--- src/rtl/piu_map.svh ---
// Functional notes
// - Levels 0 to 16; level 0 masks source.
// - Nonmaskable request is level 16, always taken.
// - Nonmaskable edge polarity chosen by control bit.
// - Nonmaskable acceptance loads mask level 15.
// - Control register mirrors nonmaskable pin level.
// - Per pin: low level or falling edge.
// - Pin priorities 0-15 in registers a, b.
// - Level mode request follows pin low; flag live.
// - Falling edge latches request until accepted.
// - Writing zero to flag clears latched request.
// - Pin acceptance loads mask with its level.
// - Every source has its own vector.
// - Peripheral priorities 0-15 in registers d-h.
// - Peripheral acceptance loads mask with its level.
// - Vector table address computed from vector number.
// - Shared field sources ranked in fixed order.
// - Reset sets all priorities to zero.
// - Equal levels granted in fixed default order.
// - Control bit 15 reads 1 pin high, 0 low.
// - Byte, halfword and word accesses supported.
// - Priority registers 16-bit, four-bit fields.
`ifndef PIU_MAP_SVH
`define PIU_MAP_SVH

`define PIU_NSRC 27
`define PIU_NPIN 7
`define PIU_NPER 20
`define PIU_NPRI 8
`define PIU_NREG 10

`define PIU_IDX_PRI_A 32'hFFFF8348
`define PIU_IDX_PRI_B 32'hFFFF834A
`define PIU_IDX_PRI_C 32'hFFFF834C
`define PIU_IDX_PRI_D 32'hFFFF834E
`define PIU_IDX_PRI_E 32'hFFFF8350
`define PIU_IDX_PRI_F 32'hFFFF8352
`define PIU_IDX_PRI_G 32'hFFFF8354
`define PIU_IDX_PRI_H 32'hFFFF8356
`define PIU_IDX_CTRL 32'hFFFF8358
`define PIU_IDX_FLAGS 32'hFFFF835A
`define PIU_CTRL_SLOT 8
`define PIU_FLAGS_SLOT 9

`define PIU_PRI_RST 16'h0000
`define PIU_CTRL_RST 16'h0000
`define PIU_CTRL_WMASK 16'h01F3
`define PIU_CTRL_NMI_LVL 15
`define PIU_CTRL_NONMASKABLE_EDGE_SELECT 8
`define PIU_PIN_RST 7'h7E
`define PIU_NMI_LEVEL 5'h10
`define PIU_NMI_MASK 4'hF
`define PIU_NMI_SRC 5'h00

`define PIU_HSIZE_BYTE 3'h0
`define PIU_HSIZE_HALF 3'h1
`define PIU_LANE0 2'h0
`define PIU_LANE1 2'h1

// Flag and sense bit position for each external pin, pin 0 first.
`define PIU_PIN_POS '{4'h7, 4'h6, 4'h5, 4'h4, 4'h1, 4'h0}

// Vector number per source: nonmaskable, six pins, then peripherals.
`define PIU_VEC_TABLE '{8'h0B, \
  8'h40, 8'h41, 8'h42, 8'h43, 8'h46, 8'h47, \
  8'h58, 8'h59, 8'h5A, 8'h5B, 8'h5C, 8'h60, 8'h61, 8'h64, \
  8'h68, 8'h69, 8'h6C, 8'h84, 8'h85, 8'h86, 8'h87, 8'h8A, \
  8'h90, 8'h94, 8'h98, 8'h99}

// Priority field per source as {register, nibble}.
`define PIU_FLD_TABLE '{5'h00, \
  5'h03, 5'h02, 5'h01, 5'h00, 5'h05, 5'h04, \
  5'h0F, 5'h0F, 5'h0F, 5'h0F, 5'h0E, 5'h0D, 5'h0D, 5'h0C, \
  5'h13, 5'h13, 5'h12, 5'h14, 5'h14, 5'h14, 5'h14, 5'h1B, \
  5'h19, 5'h18, 5'h1F, 5'h1F}

`endif

--- src/rtl/piu_pkg.sv ---
package piu_pkg;
  typedef logic [4:0] piu_level_t;
  typedef logic [7:0] piu_vec_t;
  typedef logic [4:0] piu_src_t;
  typedef logic [4:0] piu_fld_t;
  typedef logic [15:0] piu_reg_t;
endpackage

--- src/rtl/piu_top.sv ---
// Register access over AHB-Lite is this design's own decision.
`timescale 1ns/1ps
`include "piu_map.svh"

module piu_top
  import piu_pkg::*;
(
  input wire logic hclk, // System clock.
  input wire logic hresetn, // Asynchronous reset, active low.
  input wire logic hsel, // Slave select.
  input wire logic [31:0] haddr, // Byte address.
  input wire logic [1:0] htrans, // Transfer type.
  input wire logic hwrite, // Write when high.
  input wire logic [2:0] hsize, // Transfer size.
  input wire logic [31:0] hwdata, // Write data.
  input wire logic hready, // Bus ready.
  output logic hreadyout, // Slave ready.
  output logic hresp, // Always OKAY.
  output logic [31:0] hrdata, // Read data.
  input wire logic nmi_pin, // Nonmaskable request pin.
  input wire logic [5:0] irq_n_pins, // External request pins, low active.
  input wire logic [19:0] periph_req, // Peripheral request levels.
  input wire logic [3:0] cpu_mask_level, // Mask field of status word.
  input wire logic cpu_accept, // CPU takes the offered request.
  input wire logic [31:0] vbr, // Vector base of the CPU.
  output logic int_req, // Request offered to CPU.
  output logic [4:0] int_level, // Level of the offered request.
  output logic [7:0] int_vector, // Vector of the offered request.
  output logic [31:0] int_vec_addr, // Vector table entry address.
  output logic mask_load, // Pulse: load the CPU mask field.
  output logic [3:0] mask_value // New CPU mask field value.
);

  localparam logic [31:0] REG_IDX [`PIU_NREG] = '{
    `PIU_IDX_PRI_A, `PIU_IDX_PRI_B, `PIU_IDX_PRI_C, `PIU_IDX_PRI_D,
    `PIU_IDX_PRI_E, `PIU_IDX_PRI_F, `PIU_IDX_PRI_G, `PIU_IDX_PRI_H,
    `PIU_IDX_CTRL, `PIU_IDX_FLAGS};
  localparam piu_vec_t VEC [`PIU_NSRC] = `PIU_VEC_TABLE;
  localparam piu_fld_t FLD [`PIU_NSRC] = `PIU_FLD_TABLE;
  localparam logic [3:0] PIN_POS [6] = `PIU_PIN_POS;

  // Pin synchroniser and filter.
  logic [6:0] s1_q;
  logic [6:0] s2_q;
  logic [6:0] s3_q;
  logic [6:0] flt_q;
  wire [6:0] pin_raw = {irq_n_pins, nmi_pin};
  wire [6:0] flt_d = (s2_q & s3_q) | (flt_q & (s2_q ^ s3_q));
  wire [6:0] fall_w = flt_q & ~flt_d;
  wire [6:0] rise_w = ~flt_q & flt_d;

  // The first stage may go metastable, so only the second and third
  // are compared; this costs one cycle of latency on every pin.
  always_ff @(posedge hclk or negedge hresetn) begin
    if (!hresetn) begin
      s1_q <= `PIU_PIN_RST;
    end else begin
      s1_q <= pin_raw;
    end
  end

  always_ff @(posedge hclk or negedge hresetn) begin
    if (!hresetn) begin
      s2_q <= `PIU_PIN_RST;
    end else begin
      s2_q <= s1_q;
    end
  end

  always_ff @(posedge hclk or negedge hresetn) begin
    if (!hresetn) begin
      s3_q <= `PIU_PIN_RST;
    end else begin
      s3_q <= s2_q;
    end
  end

  // The filter holds its old value while the two stages disagree.
  always_ff @(posedge hclk or negedge hresetn) begin
    if (!hresetn) begin
      flt_q <= `PIU_PIN_RST;
    end else begin
      flt_q <= flt_d;
    end
  end

  // Registers.
  piu_reg_t pri_q [`PIU_NPRI];
  piu_reg_t ctrl_q;
  logic nmi_pend_q;
  logic [5:0] lat_q;
  logic wp_q;
  logic [31:0] waddr_q;
  logic [1:0] wbe_q;
  logic hready_q;
  logic hresp_q;
  logic [31:0] hrdata_q;
  logic req_q;
  piu_level_t lvl_q;
  piu_vec_t vec_q;
  logic [31:0] vaddr_q;
  piu_src_t cur_q;
  logic mload_q;
  logic [3:0] mval_q;

  // Bus decode.
  wire ap = hsel & hready & htrans[1];
  wire ap_wr = ap & hwrite;
  wire ap_rd = ap & ~hwrite;
  wire sz_b = hsize == `PIU_HSIZE_BYTE;
  wire sz_h = hsize == `PIU_HSIZE_HALF;
  wire sz_w = ~sz_b & ~sz_h;
  // Bytes 2 and 3 of a word hold no register bits, so they enable no lane.
  wire half_lo = sz_h & ~haddr[1];
  wire byte0 = sz_b & (haddr[1:0] == `PIU_LANE0);
  wire byte1 = sz_b & (haddr[1:0] == `PIU_LANE1);
  wire lane0 = sz_w | half_lo | byte0;
  wire lane1 = sz_w | half_lo | byte1;
  wire [15:0] wmask = {{8{wbe_q[1]}}, {8{wbe_q[0]}}};
  wire [15:0] wd = hwdata[15:0];
  logic [`PIU_NREG-1:0] rhit;
  logic [`PIU_NREG-1:0] whit;

  for (genvar r = 0; r < `PIU_NREG; r++) begin : g_dec
    wire [31:0] ba = REG_IDX[r] << 2;
    assign rhit[r] = haddr[31:2] == ba[31:2];
    assign whit[r] = wp_q & (waddr_q[31:2] == ba[31:2]);
  end

  // Pin requests and flags.
  wire nonmaskable_edge_select = ctrl_q[`PIU_CTRL_NONMASKABLE_EDGE_SELECT];
  wire nmi_edge = nonmaskable_edge_select ? rise_w[0] : fall_w[0];
  wire flag_clr_wr = whit[`PIU_FLAGS_SLOT];
  logic [`PIU_NSRC-1:0] kill;
  logic [5:0] pin_req;
  piu_reg_t flags_w;
  logic [15:0] flag_vec [6];

  for (genvar k = 0; k < 6; k++) begin : g_pin
    wire edge_mode = ctrl_q[PIN_POS[k]];
    wire lvl_req = ~flt_q[k+1];
    wire sw_clr = flag_clr_wr & wmask[PIN_POS[k]] &
      ~wd[PIN_POS[k]];
    wire set_e = edge_mode & fall_w[k+1];
    wire clr_e = kill[k+1] | sw_clr;
    wire flag = edge_mode ? lat_q[k] : lvl_req;
    assign pin_req[k] = flag;
    assign flag_vec[k] = 16'(flag) << PIN_POS[k];
    always_ff @(posedge hclk or negedge hresetn) begin
      if (!hresetn) begin
        lat_q[k] <= 1'b0;
      end else begin
        // A new edge outweighs a clear in the same cycle.
        lat_q[k] <= set_e | (lat_q[k] & ~clr_e);
      end
    end
  end

  assign flags_w = flag_vec[0] | flag_vec[1] | flag_vec[2] |
    flag_vec[3] | flag_vec[4] | flag_vec[5];

  // Source levels, one per source.
  wire [`PIU_NSRC-1:0] src_req = {periph_req, pin_req, nmi_pend_q};
  piu_level_t lvl [`PIU_NSRC];
  logic [`PIU_NSRC-1:0] act;

  for (genvar s = 0; s < `PIU_NSRC; s++) begin : g_src
    localparam piu_fld_t F = FLD[s];
    if (s == 0) begin : g_nmi
      assign lvl[s] = `PIU_NMI_LEVEL;
    end else begin : g_prog
      assign lvl[s] = {1'b0, pri_q[F[4:2]][{F[1:0], 2'b00} +: 4]};
    end
    assign kill[s] = cpu_accept & req_q & (cur_q == piu_src_t'(s));
    assign act[s] = src_req[s] & (lvl[s] != 5'h00) & ~kill[s];
  end

  // Lower index wins a tie: ties follow the fixed default order.
  piu_level_t best_lvl;
  piu_src_t best_src;
  always_comb begin
    best_lvl = 5'h00;
    best_src = `PIU_NMI_SRC;
    for (int s = 0; s < `PIU_NSRC; s++) begin
      if (act[s] && lvl[s] > best_lvl) begin
        best_lvl = lvl[s];
        best_src = piu_src_t'(s);
      end
    end
  end

  // Level 16 beats any four-bit mask, so the nonmaskable always passes.
  wire fwd = best_lvl > {1'b0, cpu_mask_level};
  wire [31:0] vtab = vbr + {22'h0, VEC[best_src], 2'b00};
  wire taken = cpu_accept & req_q;
  wire [3:0] new_mask = (cur_q == `PIU_NMI_SRC) ? `PIU_NMI_MASK :
    lvl_q[3:0];

  always_ff @(posedge hclk or negedge hresetn) begin
    if (!hresetn) begin
      nmi_pend_q <= 1'b0;
    end else begin
      nmi_pend_q <= nmi_edge | (nmi_pend_q & ~kill[0]);
    end
  end

  // The offer is re-ranked every cycle, so a source taken at one edge
  // is already replaced by the next best request at that same edge.
  always_ff @(posedge hclk or negedge hresetn) begin
    if (!hresetn) begin
      req_q <= 1'b0;
    end else begin
      req_q <= fwd;
    end
  end

  always_ff @(posedge hclk or negedge hresetn) begin
    if (!hresetn) begin
      lvl_q <= 5'h00;
    end else begin
      lvl_q <= best_lvl;
    end
  end

  always_ff @(posedge hclk or negedge hresetn) begin
    if (!hresetn) begin
      vec_q <= 8'h00;
    end else begin
      vec_q <= VEC[best_src];
    end
  end

  always_ff @(posedge hclk or negedge hresetn) begin
    if (!hresetn) begin
      vaddr_q <= 32'h0000_0000;
    end else begin
      vaddr_q <= vtab;
    end
  end

  always_ff @(posedge hclk or negedge hresetn) begin
    if (!hresetn) begin
      cur_q <= `PIU_NMI_SRC;
    end else begin
      cur_q <= best_src;
    end
  end

  // The new mask value holds after the pulse, so the core may load late.
  wire [3:0] mval_d = taken ? new_mask : mval_q;

  always_ff @(posedge hclk or negedge hresetn) begin
    if (!hresetn) begin
      mload_q <= 1'b0;
    end else begin
      mload_q <= taken;
    end
  end

  always_ff @(posedge hclk or negedge hresetn) begin
    if (!hresetn) begin
      mval_q <= 4'h0;
    end else begin
      mval_q <= mval_d;
    end
  end

  // Priority and control registers.
  for (genvar r = 0; r < `PIU_NPRI; r++) begin : g_pri
    always_ff @(posedge hclk or negedge hresetn) begin
      if (!hresetn) begin
        pri_q[r] <= `PIU_PRI_RST;
      end else if (whit[r]) begin
        pri_q[r] <= (pri_q[r] & ~wmask) | (wd & wmask);
      end
    end
  end

  wire [15:0] ctrl_wm = wmask & `PIU_CTRL_WMASK;
  always_ff @(posedge hclk or negedge hresetn) begin
    if (!hresetn) begin
      ctrl_q <= `PIU_CTRL_RST;
    end else if (whit[`PIU_CTRL_SLOT]) begin
      ctrl_q <= (ctrl_q & ~ctrl_wm) | (wd & ctrl_wm);
    end
  end

  // Read mux.
  wire [15:0] ctrl_rd = ctrl_q |
    (16'(flt_q[0]) << `PIU_CTRL_NMI_LVL);
  piu_reg_t rd_w;
  always_comb begin
    rd_w = 16'h0000;
    for (int r = 0; r < `PIU_NPRI; r++) begin
      if (rhit[r]) begin
        rd_w = pri_q[r];
      end
    end
    if (rhit[`PIU_CTRL_SLOT]) begin
      rd_w = ctrl_rd;
    end
    if (rhit[`PIU_FLAGS_SLOT]) begin
      rd_w = flags_w;
    end
  end

  // Writes take one wait state so a following read sees the new value.
  // Write data arrive a cycle after the address, so the address and the
  // lanes are held for that cycle; reads answer with no wait state.
  wire [31:0] waddr_d = ap_wr ? haddr : waddr_q;
  wire [1:0] wbe_d = ap_wr ? {lane1, lane0} : wbe_q;
  wire hready_d = ~ap_wr;
  wire [31:0] hrdata_d = ap_rd ? {16'h0000, rd_w} : hrdata_q;

  always_ff @(posedge hclk or negedge hresetn) begin
    if (!hresetn) begin
      wp_q <= 1'b0;
    end else begin
      wp_q <= ap_wr;
    end
  end

  always_ff @(posedge hclk or negedge hresetn) begin
    if (!hresetn) begin
      waddr_q <= 32'h0000_0000;
    end else begin
      waddr_q <= waddr_d;
    end
  end

  always_ff @(posedge hclk or negedge hresetn) begin
    if (!hresetn) begin
      wbe_q <= 2'h0;
    end else begin
      wbe_q <= wbe_d;
    end
  end

  always_ff @(posedge hclk or negedge hresetn) begin
    if (!hresetn) begin
      hready_q <= 1'b1;
    end else begin
      hready_q <= hready_d;
    end
  end

  // No access is ever refused, so the response stays OKAY.
  always_ff @(posedge hclk or negedge hresetn) begin
    if (!hresetn) begin
      hresp_q <= 1'b0;
    end else begin
      hresp_q <= 1'b0;
    end
  end

  always_ff @(posedge hclk or negedge hresetn) begin
    if (!hresetn) begin
      hrdata_q <= 32'h0000_0000;
    end else begin
      hrdata_q <= hrdata_d;
    end
  end

  assign hreadyout = hready_q;
  assign hresp = hresp_q;
  assign hrdata = hrdata_q;
  assign int_req = req_q;
  assign int_level = lvl_q;
  assign int_vector = vec_q;
  assign int_vec_addr = vaddr_q;
  assign mask_load = mload_q;
  assign mask_value = mval_q;

endmodule

--- config.mk ---
export PLATFORM = sky130hd
export DESIGN_NAME = piu_top
export DESIGN_NICKNAME = d
export VERILOG_FILES = /design/src/rtl/piu_pkg.sv /design/src/rtl/piu_top.sv
export VERILOG_INCLUDE_DIRS = /design/src /design/src/rtl
export SDC_FILE = /design/constraint.sdc
export NUM_CORES = 1
export LEC_CHECK = 0
export BUFFER_PORTS_ARGS = -buffer_cell sky130_fd_sc_hd__buf_2
export CAP_MARGIN = 30
export CELL_PAD_IN_SITES_DETAIL_PLACEMENT = 1
export CELL_PAD_IN_SITES_GLOBAL_PLACEMENT = 1
export CORE_MARGIN = 2
export CORE_UTILIZATION = 46
export DETAILED_ROUTE_END_ITERATION = 10
export HOLD_SLACK_MARGIN = 0.06
export PLACE_DENSITY_LB_ADDON = 0.1
export SLEW_MARGIN = 5
export SYNTH_ARGS = -nofsm -noshare
export SYNTH_HDL_FRONTEND = slang
export SYNTH_SLANG_ARGS = --single-unit
--- constraint.sdc ---
create_clock -name hclk -period 54.5 [get_ports hclk]
set_clock_uncertainty 0.2 [all_clocks]
set_input_delay 10.9 -clock hclk [delete_from_list [all_inputs] [get_ports hclk]]
set_output_delay 10.9 -clock hclk [all_outputs]
set_load 0.05 [all_outputs]
Word-level counts from Yosys, hierarchy flattened

Memory sizes are Yosys's and may differ from the RTL's.
Cells that the tools add are included.
W data, S select, Z words.

Memories kept: 1
Register bits: 287
Output and inout port bits: 85
Bits of input ports: 138
Word-level logic and storage cells: 450
ROM bits: 256

Memories:

| memory           | words | bits a word | read ports | clocked after memory_dff | write ports | line           | source |
|---|---|---|---|---|---|---|---|
| (name not given) | 32    | 8           | 1          | 0                        | 0           | piu_top.sv:229 | `vec_q <= VEC[best_src];` |

Order comparisons: 28
Muxes and demuxes: 73
Equal/unequal tests: 48
Reduce and logical (&&, ||, !) cells: 46
Bitwise gates (word level): 221
Add/sub/neg operators: 1

Operators with widths:

| kind                   | count |
|---|---|
| $eq A30 B30 Y1 const B | 20 |
| $mux W5                | 42 |
| $and A16 B16 Y16       | 10 |
| $mux W16               | 10 |
| $or A16 B16 Y16        | 10 |
| $gt A4 B5 Y1           | 26 |
| $and A1 B1 Y1          | 119 |
| $reduce_bool A5 Y1     | 17 |
| $eq A5 B5 Y1 const B   | 11 |
| $not A1 Y1             | 51 |
| $eq A5 B4 Y1 const B   | 8 |
| $add A32 B10 Y32       | 1 |
| $logic_and A1 B1 Y1    | 26 |
| $and A7 B7 Y7          | 3 |
| $eq A5 B3 Y1 const B   | 4 |
| $mux W4                | 5 |
| $and A16 B9 Y16        | 1 |
| $mux W8                | 2 |
| $not A16 Y16           | 1 |
| $not A9 Y16            | 1 |
| $or A1 B1 Y1           | 16 |
| $mux W3                | 4 |
| $eq A5 B2 Y1 const B   | 2 |
| $mux W1                | 8 |
| other kinds (18)       | 19 |

Depth between registers and ports, before layout

Gate-level depths: netlist (run 1).

Word-level depth: 88
Depth in mapped cells: 253
Gate-level depth less buffers: 245

Least setup slack after synthesis (run 1)

No wires, ideal clock.

Kind: in2reg
Start point: input cpu_accept
End point: register vaddr_q[29], in the netlist int_vec_addr[29]
Library setup time: 0.080 ns
Path buffers: 11
Arrival: 53.318 ns
Cell stages on the path: 231
Data required time: 54.220 ns
Slack: 0.903 ns
Path through: and3b_1 > buf_4 > a31o_4 > clkbuf_1 > clkbuf_1 > clkbuf_1 > and2_1 > nand2_1 > ha_1 > nor2b_1 > o211a_1 > o211ai_4 > mux2_4 > nand2_1 > ha_1 > nor2b_1 > o211ai_1 > a211oi_1 > (+195 left out) > or2_2 > ha_1 > o31a_1 > o2bb2ai_1 > a32o_1 > ha_1 > a21o_1 > a21oi_1 > o21bai_1 > a21oi_1 > o21bai_1 > a21oi_1 > nor2b_1 > o21ai_0 > nor3_1 > and4_1 > nand3_1 > xnor2_1

Longest elaborated chain between the ends: 88
Elaborated cells on any way between the ends: 191
Classes of those cells: add/sub (1); order compare (26); mux (54); bitwise (83); reduce/logical (26); memory (1)

Ends and longest elaborated chain:

| item                               | line           | source |
|---|---|---|
| start: declaration                 | piu_top.sv:24  | `input wire logic cpu_accept,` |
| $and A1 B1 Y1 *                    | piu_top.sv:174 | `assign kill[s] = cpu_accept & req_q & (cur_q == piu_src_t'(s));` |
| $and A1 B1 Y1                      | piu_top.sv:174 |  |
| $not A1 Y1                         | piu_top.sv:175 | `assign act[s] = src_req[s] & (lvl[s] != 5'h00) & ~kill[s];` |
| $and A1 B1 Y1                      | piu_top.sv:175 |  |
| $mux W5                            | piu_top.sv:185 | `if (act[s] && lvl[s] > best_lvl) begin` |
| $gt A4 B5 Y1                       | piu_top.sv:185 |  |
| $logic_and A1 B1 Y1                | piu_top.sv:185 |  |
| $mux W5                            | piu_top.sv:185 |  |
| (+72 left out)                     | --             |  |
| $gt A4 B5 Y1                       | piu_top.sv:185 |  |
| $logic_and A1 B1 Y1                | piu_top.sv:185 |  |
| $mux W5 *                          | piu_top.sv:185 |  |
| $not A5 Y6 (implied by the code) * | piu_top.sv:194 | `wire [31:0] vtab = vbr + {22'h0, VEC[best_src], 2'b00};` |
| $mem_v2 Z32 W8 *                   | --             |  |
| $mux W8 * (2 in series)            | --             |  |
| $add A32 B10 Y32 *                 | piu_top.sv:194 |  |
| via vtab[29]                       | piu_top.sv:194 |  |
| end signal: assignment             | piu_top.sv:237 | `vaddr_q <= vtab;` |
| end: declaration                   | piu_top.sv:101 | `logic [31:0] vaddr_q;` |

Mark *: on every way through the listed nets, which the timed path passes. The rest lies on a longest branch. The select of a mux whose other input is x is not followed.
A chain may end at the register's enable or synchronous reset.

Final worst setup path (run 1)

Start point: input cpu_accept
End point: register vaddr_q[30], in the netlist int_vec_addr[30]

Same word-level chain as after synthesis.

==> summary.txt, run 1 <==
Run status
  • Status: finished, final reports clean

Cells and area
  • Layout cell share with drive strength beyond 1: 38.04%
  • Commonest non-fill, non-tap cells in the layout: 283 x buf_4, 251 x dfrtp_1, 239 x nand2_1
  • FF/Latch Area: 6938 um^2
  • Fillers: 4460
  • Final net count: 2615
  • # diodes: 0
  • Area taken by multi-input logic gates: 11160 um^2
  • Most common cell after layout, fill and taps aside: buf_4
  • Area grow syn2layout: 29.63%
  • Final instance area: 23380 um^2

Timing
  • Slew @ Worst Pin: 1.031 ns
  • Slew margin rel.: 30.61%
  • Fmax: 18.77 MHz
  • Fin. Hold Viols: 0
  • Fin crit share: 97.73%
  • Final WS setup: 1.237 ns
  • Final TNS setup: 0 ns
  • Fin. max-slew vios: 0
  • Clock period minus worst slack: 53.26 ns
  • Final setup viols: 0

Yosys
  • Netlist cell types: 117
  • Cell Area, Synth: 18040 um^2
  • Async SR Flop Fraction: 100.0%
  • Ys Warns: 0
  • FF+latch count, synth: 276
  • Post-synth EDFFs: 0
  • Post-synthesis cell count: 1929
  • Avg Inst Size Synth: 9.351 um^2
  • Register area share after synthesis: 38.46%
  • Main synth FF type: dfrtp_1

Global routing
  • Vias in the first global route: 18522
  • GR Overflow Total: 0
  • All-Layer GR Usage: 31.96%
  • Pin count of the biggest net entering global routing: 75
  • Antenna violations before repair: 2
  • First-pass GRT wire length: 103200 um

Die
  • Row Count: 72
  • DIE HEIGHT: 202.0 um
  • Die area: 40810 um^2
  • Initial Util: 46.67%
  • Core Region: 38650 um^2
  • I/O pin cnt: 223
  • Die Span X: 202.0 um

CTS
  • CTS clock-pin slew for the worst setup and hold paths: 0.06 ns
  • Clock root buffer: clkbuf_16
  • Hold buffers post-CTS: 0
  • Clock Latency Late Sink: 0.58 ns
  • CTS buffer count: 29
  • CTS tree: built
  • Sinks on Clock Net: 276
  • CTS H-Tree Depth: 1
  • Maximum clock path buffer count: 3

Route
  • WL met1: 27920 um
  • Wire per inst: 23.71 um
  • Metal2 WL: 33630 um
  • Antenna Nets Post-Route: 0
  • Top routing layer in use: met5
  • Vias per cell: 6.064
  • Initial DRC Count: 1139
  • DRC: 0
  • 1st-pass router iterations: 6
  • Via Count: 17664
  • Routed WL: 69060 um
  • Detail Route met3 WL: 4817 um

Worst setup path
  • CP Max Fanout: 7
  • CP dominant cell by count: inv_1
  • Crit. End Element: flip-flop
  • Top delay family on crit path: compound AO/OA/AOI/OAI gates
  • Critical path type: in2reg
  • Startpoint Class: input pin
  • CP Buf/Inv Count: 38
  • Worst R2R Setup Slack: 10.66 ns
  • Critical Path AT: 53.52 ns
  • Slowest cell on crit path: or3b_4
  • Crit-path max cell delay: 0.48 ns
  • Crit path required time: 54.76 ns

Place
  • Area of placed instances: 21110 um^2
  • Port Buffers: 188
  • Worst slack at placement: -1.309 ns
  • GPL Wtd Cong: 0.9070
  • HPWL Detailed: 49530 um

Min path
  • HP Class: reg2reg

Run
  • Max-cap violations: 0
==> per-stage QoR <==
step	util, %	instances	hold WS, ns
floorplan	-	1945	0.1312
detailed placement	54.63	2804	0.1411
CTS	57.49	2862	0.1556
finish	60.50	2913	0.1547
global placement	54.51	2801	0.1405
global route	60.50	2913	0.1557
==> what timing repair did <==
item | CTS | global route
pin swaps | 8 | 75
gates resized for setup | 26 | 170
buffers inserted | 5 | 45
endpoints found under the setup margin | 26 | 46
==> cell usage after synthesis (11+ instances only) <==
cell,count,area [um^2]
and2_1,18,112.6
nor4_1,18,112.6
o21ai_1,13,65.06
nand3_1,43,215.2
a222oi_1,13,130.1
or4_1,11,82.58
nor3_1,26,130.1
or2_2,15,93.84
xnor2_1,26,227.7
inv_1,118,442.9
o211ai_1,22,165.2
ha_1,103,1289
a22oi_1,20,150.1
buf_4,19,142.6
o21ai_0,95,475.5
nor2b_1,21,131.4
o221ai_1,11,96.34
dfstp_2,25,656.9
nand2b_1,16,100.1
and3_1,25,156.4
nor2_1,144,540.5
a221oi_1,11,96.34
a21o_1,28,210.2
dfrtp_1,251,6281
a21oi_1,90,450.4
a211oi_1,11,82.58
nand4_1,24,150.1
o21a_1,13,97.59
clkbuf_1,52,195.2
a31oi_1,28,175.2
nand2_1,248,930.9
mux2i_1,17,170.2
mux2_2,151,1700
==> cells by family (layout without fill, tap and decap cells) <==
family | Yosys count | after routing | synth area share [%]
buffers and inverters | 205 | 655 | 4.877
AND/OR/NAND/NOR | 644 | 644 | 16.88
multiplexers | 170 | 170 | 10.54
adder cells (fa/ha/maj) | 106 | 106 | 7.367
XOR/XNOR | 34 | 34 | 1.651
flip-flops | 276 | 276 | 38.46
other | 1 | 17 | 0.02079
AO/OA/AOI/OAI | 493 | 493 | 20.20
==> per-layer routing <==
metal	vias to the layer above	global-route usage [%]
met4	4	10.45
met2	659	55.45
met5	-	0
met3	134	5.369
met1	8963	40.51
li1	7904	-
==> final timing paths <==
path,from,cells after the start,endpoint
setup / recovery,cpu_accept,241,int_vec_addr[30]$_DFF_PN0_
hold / removal,s1_q[0]$_DFF_PN0_,0,s2_q[0]$_DFF_PN0_
setup reg to reg,cur_q[0]$_DFF_PN0_,240,int_vec_addr[30]$_DFF_PN0_
hold reg to reg,s1_q[0]$_DFF_PN0_,0,s2_q[0]$_DFF_PN0_
max in group asynchronous,hresetn,4,asynchronous set/reset pin
min in group asynchronous,hresetn,1,waddr_q[26]$_DFFE_PN0P_
==> area by class of cell <==
cell class,count,area share [%]
Clock buffer,42,3.655
Clock inverter,11,0.4495
Inverter,120,1.926
Multi-Input combinational cell,1464,47.71
Sequential cell,276,29.67
Tap cell,518,2.772
Timing Repair Buffer,482,13.81
Power of run 1 is left out: the tool's default activity adds up to more than one toggle a clock period on the data nets, which glitch-free logic cannot reach.
==> run 2: changes to the inputs <==
--- a/config.mk
+++ b/config.mk
@@ -15,6 +15,7 @@
 export DETAILED_ROUTE_END_ITERATION = 10
 export HOLD_SLACK_MARGIN = 0.06
 export PLACE_DENSITY_LB_ADDON = 0.1
+export REMOVE_ABC_BUFFERS = 1
 export SLEW_MARGIN = 5
 export SYNTH_ARGS = -nofsm -noshare
 export SYNTH_HDL_FRONTEND = slang
==> summary.txt, run 2 (synthesis results as in run 1) <==
Worst setup path
  • Worst R2R Setup Slack: 11.23 ns (was 10.66 ns)
  • Crit-path max cell delay: 0.42 ns (was 0.48 ns)
  • R2R Path Start: cur_q[0]$_DFF_PN0_ (unchanged)
  • Critical path type: in2reg (unchanged)
  • Startpoint Class: input pin (unchanged)
  • Crit. End Element: flip-flop (unchanged)
  • Slowest cell on crit path: or4_4 (was or3b_4)
  • R2R depth: 240 (unchanged)
  • CP Max Fanout: 13 (was 7)
  • Critical Path AT: 53.01 ns (was 53.52 ns)
  • CP dominant cell by count: ha_1 (was inv_1)
  • Crit path required time: 54.77 ns (was 54.76 ns)
  • RR Endpoint: int_vec_addr[28]$_DFF_PN0_ (was int_vec_addr[30]$_DFF_PN0_)

CTS
  • Hold buffers post-CTS: 0 (unchanged)
  • CTS tree: built (unchanged)
  • CTS clock-pin slew for the worst setup and hold paths: 0.06 ns (about the same)
  • CTS H-Tree Depth: 1 (unchanged)
  • Maximum clock path buffer count: 3 (unchanged)
  • CTS buffer count: 29 (unchanged)
  • Sinks on Clock Net: 276 (unchanged)
  • Clock Latency Late Sink: 0.59 ns (was 0.58 ns)
  • Clock root buffer: clkbuf_16 (unchanged)

Route
  • DRC: 0 (unchanged)
  • Via Count: 17400 (was 17664)
  • Vias per cell: 5.983 (was 6.064)
  • Antenna Nets Post-Route: 0 (unchanged)
  • 1st-pass router iterations: 6 (unchanged)
  • Initial DRC Count: 922 (was 1139)
  • Wire per inst: 22.92 um (was 23.71 um)
  • Routed WL: 66650 um (was 69060 um)

Min path
  • Hold endpoint: s2_q[1]$_DFF_PN1_ (was s2_q[0]$_DFF_PN0_)
  • HP Class: reg2reg (unchanged)
  • Hold wc startpoint: s1_q[1]$_DFF_PN1_ (was s1_q[0]$_DFF_PN0_)
  • Hold depth: 0 (unchanged)

Global routing
  • Pin count of the biggest net entering global routing: 140 (was 75)
  • First-pass GRT wire length: 102200 um (was 103200 um)
  • GR Overflow Total: 0 (unchanged)
  • All-Layer GR Usage: 31.50% (was 31.96%)
  • Antenna violations before repair: 4 (was 2)
  • Vias in the first global route: 18304 (was 18522)

Cells and area
  • Fillers: 4428 (was 4460)
  • Layout cell share with drive strength beyond 1: 37.57% (was 38.04%)
  • Final net count: 2610 (was 2615)
  • Area grow syn2layout: 28.67% (was 29.63%)
  • Most common cell after layout, fill and taps aside: buf_4 (unchanged)
  • Commonest non-fill, non-tap cells in the layout: 284 x buf_4, 251 x dfrtp_1, 239 x nand2_1 (was 283 x buf_4, 251 x dfrtp_1, 239 x nand2_1)
  • # diodes: 0 (unchanged)

Die
  • DIE HEIGHT: 202.0 um (unchanged)
  • Initial Util: 46.67% (unchanged)
  • Die area: 40810 um^2 (unchanged)
  • I/O pin cnt: 223 (unchanged)
  • Row Count: 72 (unchanged)
  • Die Span X: 202.0 um (unchanged)
  • Core Region: 38650 um^2 (unchanged)

Place
  • HPWL Detailed: 49570 um (was 49530 um)
  • GPL Wtd Cong: 0.8959 (was 0.9070)
  • Port Buffers: 188 (unchanged)

Timing
  • Fmax: 18.96 MHz (was 18.77 MHz)
  • Fin crit share: 96.79% (was 97.73%)
  • Final TNS setup: 0 ns (unchanged)
  • Slew margin rel.: 26.59% (was 30.61%)
  • Fin. Hold Viols: 0 (unchanged)
  • Clock period minus worst slack: 52.75 ns (was 53.26 ns)
  • Slew @ Worst Pin: 1.101 ns (was 1.031 ns)
  • Fin. max-slew vios: 0 (unchanged)
  • Final setup viols: 0 (unchanged)
  • Hold slack: 0.1563 ns (was 0.1547 ns)

Run status
  • Status: finished, final reports clean (unchanged)

Run
  • Max-cap violations: 0 (unchanged)
-- run 2: changes by cell type in the layout (fill, tap and decap cells not counted), sizes merged --
cell	delta
buf	-2
bufinv	-1
clkbuf	-3
clkinv	+2
clkinvlp	-1
-- run 2: worst max path at each step --
| stage | startpoint | end | slack, ns |
|---|---|---|---|
| after CTS | cpu_accept | int_vec_addr[27]$_DFF_PN0_ | 0.03 |
| after global placement | cpu_accept | int_vec_addr[30]$_DFF_PN0_ | 0.42 |
| after global routing | cpu_accept | int_vec_addr[26]$_DFF_PN0_ | -0.51 |
| after floorplan | cpu_accept | int_vec_addr[29]$_DFF_PN0_ | 0.93 |
| final | cpu_accept | int_vec_addr[28]$_DFF_PN0_ | 1.75 |
| after detailed placement | cpu_accept | int_vec_addr[28]$_DFF_PN0_ | -0.98 |
-- run 2: per-layer routing --
metal	track usage [%]	wire length, um	up-vias	part of all wire (%)
met5	0	53	-	0.080
met4	11.19	2145	8	3.2
met3	4.998	4094	139	6.1
met2	53.87	32490	532	49
met1	40.43	27870	8816	42
li1	-	-	7905	-
-- run 2: area by class of cell --
class / count / area, um^2 / share of cell area, %
timing repair buffer: 477 / 3149 / 13.57
multi-input combinational: 1464 / 11100 / 47.84
sequential: 276 / 6938 / 29.89
inverter: 120 / 450.4 / 1.941
clock buffer: 42 / 835.8 / 3.601
clock inverter: 11 / 85.08 / 0.3666
tap: 518 / 648.1 / 2.793
-- run 2: worst max-delay path: cells and delay by family --
kind                       cells  cell delay (ns)
buffers and inverters         34             3.73
adders and majority gates     27             7.08
muxes                         16             4.82
AOI/OAI and AO/OA             85            15.48
and+or+nand+nor               78            10.78
xor gates and xnor gates       1             0.12
-- run 2: what timing repair did --
action,CTS,global route
setup endpoints to repair,22,48
resized for setup,14,169
gates cloned,0,0
setup buffers,1,31
pin swaps,1,70
-- run 2: per-stage QoR --
step / worst slack [ns] / cell area [um^2] / util [%] / instances
3_3_place_gp: 0.4192 / 21210 / 54.88 / 2818
3_5_place_dp: -0.9769 / 21230 / 54.92 / 2820
4_1_cts: 0.03373 / 22210 / 57.48 / 2874
2_1_floorplan: 0.9312 / 17670 / - / 1860
5_1_grt: -0.5086 / 23210 / 60.05 / 2908
6_report: 1.751 / 23210 / 60.05 / 2908
Power of run 2 is left out for the same reason.
==> run 3: changes to the inputs <==
--- a/config.mk
+++ b/config.mk
@@ -15,6 +15,7 @@
 export DETAILED_ROUTE_END_ITERATION = 10
 export HOLD_SLACK_MARGIN = 0.06
 export PLACE_DENSITY_LB_ADDON = 0.1
+export RECOVER_POWER = 100
 export REMOVE_ABC_BUFFERS = 1
 export SLEW_MARGIN = 5
 export SYNTH_ARGS = -nofsm -noshare
==> summary.txt, run 3 (synthesis results as in run 1) <==
Run status
  • Status: finished, violations left (was finished, final reports clean)
  • Violated checks: capacitance limit, slew limit

Die
  • Initial Util: 46.67% (unchanged)
  • Die area: 40810 um^2 (unchanged)
  • Die Span X: 202.0 um (unchanged)
  • DIE HEIGHT: 202.0 um (unchanged)
  • Row Count: 72 (unchanged)
  • I/O pin cnt: 223 (unchanged)
  • Core Region: 38650 um^2 (unchanged)

Timing
  • Slew @ Worst Pin: 7.599 ns (was 1.101 ns)
  • Fmax: 18.97 MHz (was 18.96 MHz)
  • Fin crit share: 96.71% (was 96.79%)
  • Final WS setup: 1.794 ns (was 1.751 ns)
  • Clock period minus worst slack: 52.71 ns (was 52.75 ns)
  • Fin. Hold Viols: 0 (unchanged)
  • Final setup viols: 0 (unchanged)
  • Fin. max-slew vios: 140 (was 0)
  • Slew margin rel.: -406.6% (was 26.59%)

Worst setup path
  • CP dominant cell by count: ha_1 (unchanged)
  • Critical path type: in2reg (unchanged)
  • Slowest cell on crit path: or4_4 (unchanged)
  • Crit-path max cell delay: 0.42 ns (about the same)
  • Critical Path AT: 52.97 ns (was 53.01 ns)
  • Startpoint Class: input pin (unchanged)
  • CP Max Fanout: 13 (unchanged)
  • Crit path required time: 54.77 ns (about the same)
  • Crit. End Element: flip-flop (unchanged)

Cells and area
  • Area grow syn2layout: 28.41% (was 28.67%)
  • Final instance area: 23160 um^2 (was 23210 um^2)
  • Layout cell share with drive strength beyond 1: 36.23% (was 37.57%)
  • Most common cell after layout, fill and taps aside: buf_4 (unchanged)
  • Post-layout util: 59.93% (was 60.05%)
  • # diodes: 0 (unchanged)
  • Final net count: 2610 (unchanged)
  • Commonest non-fill, non-tap cells in the layout: 282 x buf_4, 251 x dfrtp_1, 240 x nand2_1 (was 284 x buf_4, 251 x dfrtp_1, 239 x nand2_1)

Global routing
  • Pin count of the biggest net entering global routing: 140 (unchanged)
  • GRT met3 Usage: 4.998% (unchanged)
  • M1 GR Usage: 40.43% (unchanged)
  • All-Layer GR Usage: 31.50% (unchanged)
  • Vias in the first global route: 18304 (unchanged)
  • Antenna violations before repair: 2 (was 4)
  • Busiest grt layer: met2 (unchanged)
  • GR Overflow Total: 0 (unchanged)
  • Met2 Use GR: 53.87% (unchanged)
  • First-pass GRT wire length: 102200 um (unchanged)

Place
  • Area of placed instances: 21230 um^2 (unchanged)
  • GPL Wtd Cong: 0.8959 (unchanged)
  • HPWL Detailed: 49570 um (unchanged)
  • Port Buffers: 188 (unchanged)
  • Worst slack at placement: -0.9769 ns (unchanged)

Route
  • Antenna Nets Post-Route: 0 (unchanged)
  • Via Count: 17385 (was 17400)
  • Wire per inst: 22.92 um (about the same)
  • Routed WL: 66660 um (was 66650 um)
  • Vias per cell: 5.978 (was 5.983)
  • DRC: 0 (unchanged)
  • 1st-pass router iterations: 5 (was 6)
  • Initial DRC Count: 1032 (was 922)

CTS
  • CTS buffer count: 29 (unchanged)
  • CTS clock-pin slew for the worst setup and hold paths: 0.06 ns (about the same)
  • Sinks on Clock Net: 276 (unchanged)
  • CTS H-Tree Depth: 1 (unchanged)
  • Maximum clock path buffer count: 3 (unchanged)
  • CTS tree: built (unchanged)
  • Clock root buffer: clkbuf_16 (unchanged)
  • Clock Latency Late Sink: 0.59 ns (about the same)

Min path
  • HP Class: reg2reg (unchanged)

Run
  • Max-cap violations: 1 (was 0)
==> run 3: cell count changes in the layout (fill, tap and decap cells not counted), sizes merged <==
cell,previous run,this run
buf,477,457
clkbuf,42,62
==> run 3: routing by layer <==
metal / part of all wire [%] / wire (um)
met1: 42 / 28290
met2: 49 / 32480
met3: 5.5 / 3634
met4: 3.4 / 2236
met5: 0.042 / 28
==> run 3: through the flow <==
| stage | hold WS, ns | instances | setup TNS, ns |
|---|---|---|---|
| 5_1_grt | 0.1646 | 2908 | -6.966 |
| 4_1_cts | 0.1565 | 2874 | 0 |
| 2_1_floorplan | 0.1312 | 1860 | 0 |
| 6_report | 0.1602 | 2908 | 0 |
| 3_3_place_gp | 0.1345 | 2818 | 0 |
| 3_5_place_dp | 0.1475 | 2820 | -16.73 |
==> run 3: area by class of cell <==
| cell class | instances | area (um^2) |
|---|---|---|
| fillers | 4441 | 15490 |
| multi-input cells | 1464 | 11090 |
| flip-flops and latches | 276 | 6938 |
| repair buffers | 477 | 3109 |
| clock buffers | 42 | 835.8 |
| well taps | 518 | 648.1 |
| inverters | 120 | 450.4 |
| clock inverters | 11 | 85.08 |
==> run 3: worst max-delay path, delay by kind of cell <==
kind            cells  cell delay [ns]
simple gates       78            10.77
compound gates     85            15.48
mux                16             4.80
xor+xnor            1             0.12
buf+inv            34             3.72
fa+ha+maj          27             7.09
==> run 3: final timing paths <==
kind	from	to	slack, ns	cells after the start
max	cpu_accept	int_vec_addr[28]$_DFF_PN0_	1.79	241
min	s1_q[3]$_DFF_PN1_	s2_q[3]$_DFF_PN1_	0.16	0
max reg2reg	cur_q[0]$_DFF_PN0_	int_vec_addr[28]$_DFF_PN0_	11.28	240
min reg2reg	s1_q[3]$_DFF_PN1_	s2_q[3]$_DFF_PN1_	0.16	0
max in group asynchronous	hresetn	asynchronous set/reset pin	36.83	1
min in group asynchronous	hresetn	waddr_q[30]$_DFFE_PN0P_	12.99	1
==> run 3: what timing repair did <==
item,in CTS,in global routing
setup buffers,1,31
resized for setup,14,169
hold buffers,0,0
setup endpoints to repair,22,48
pin swaps,1,70
Power of run 3 is left out for the same reason.
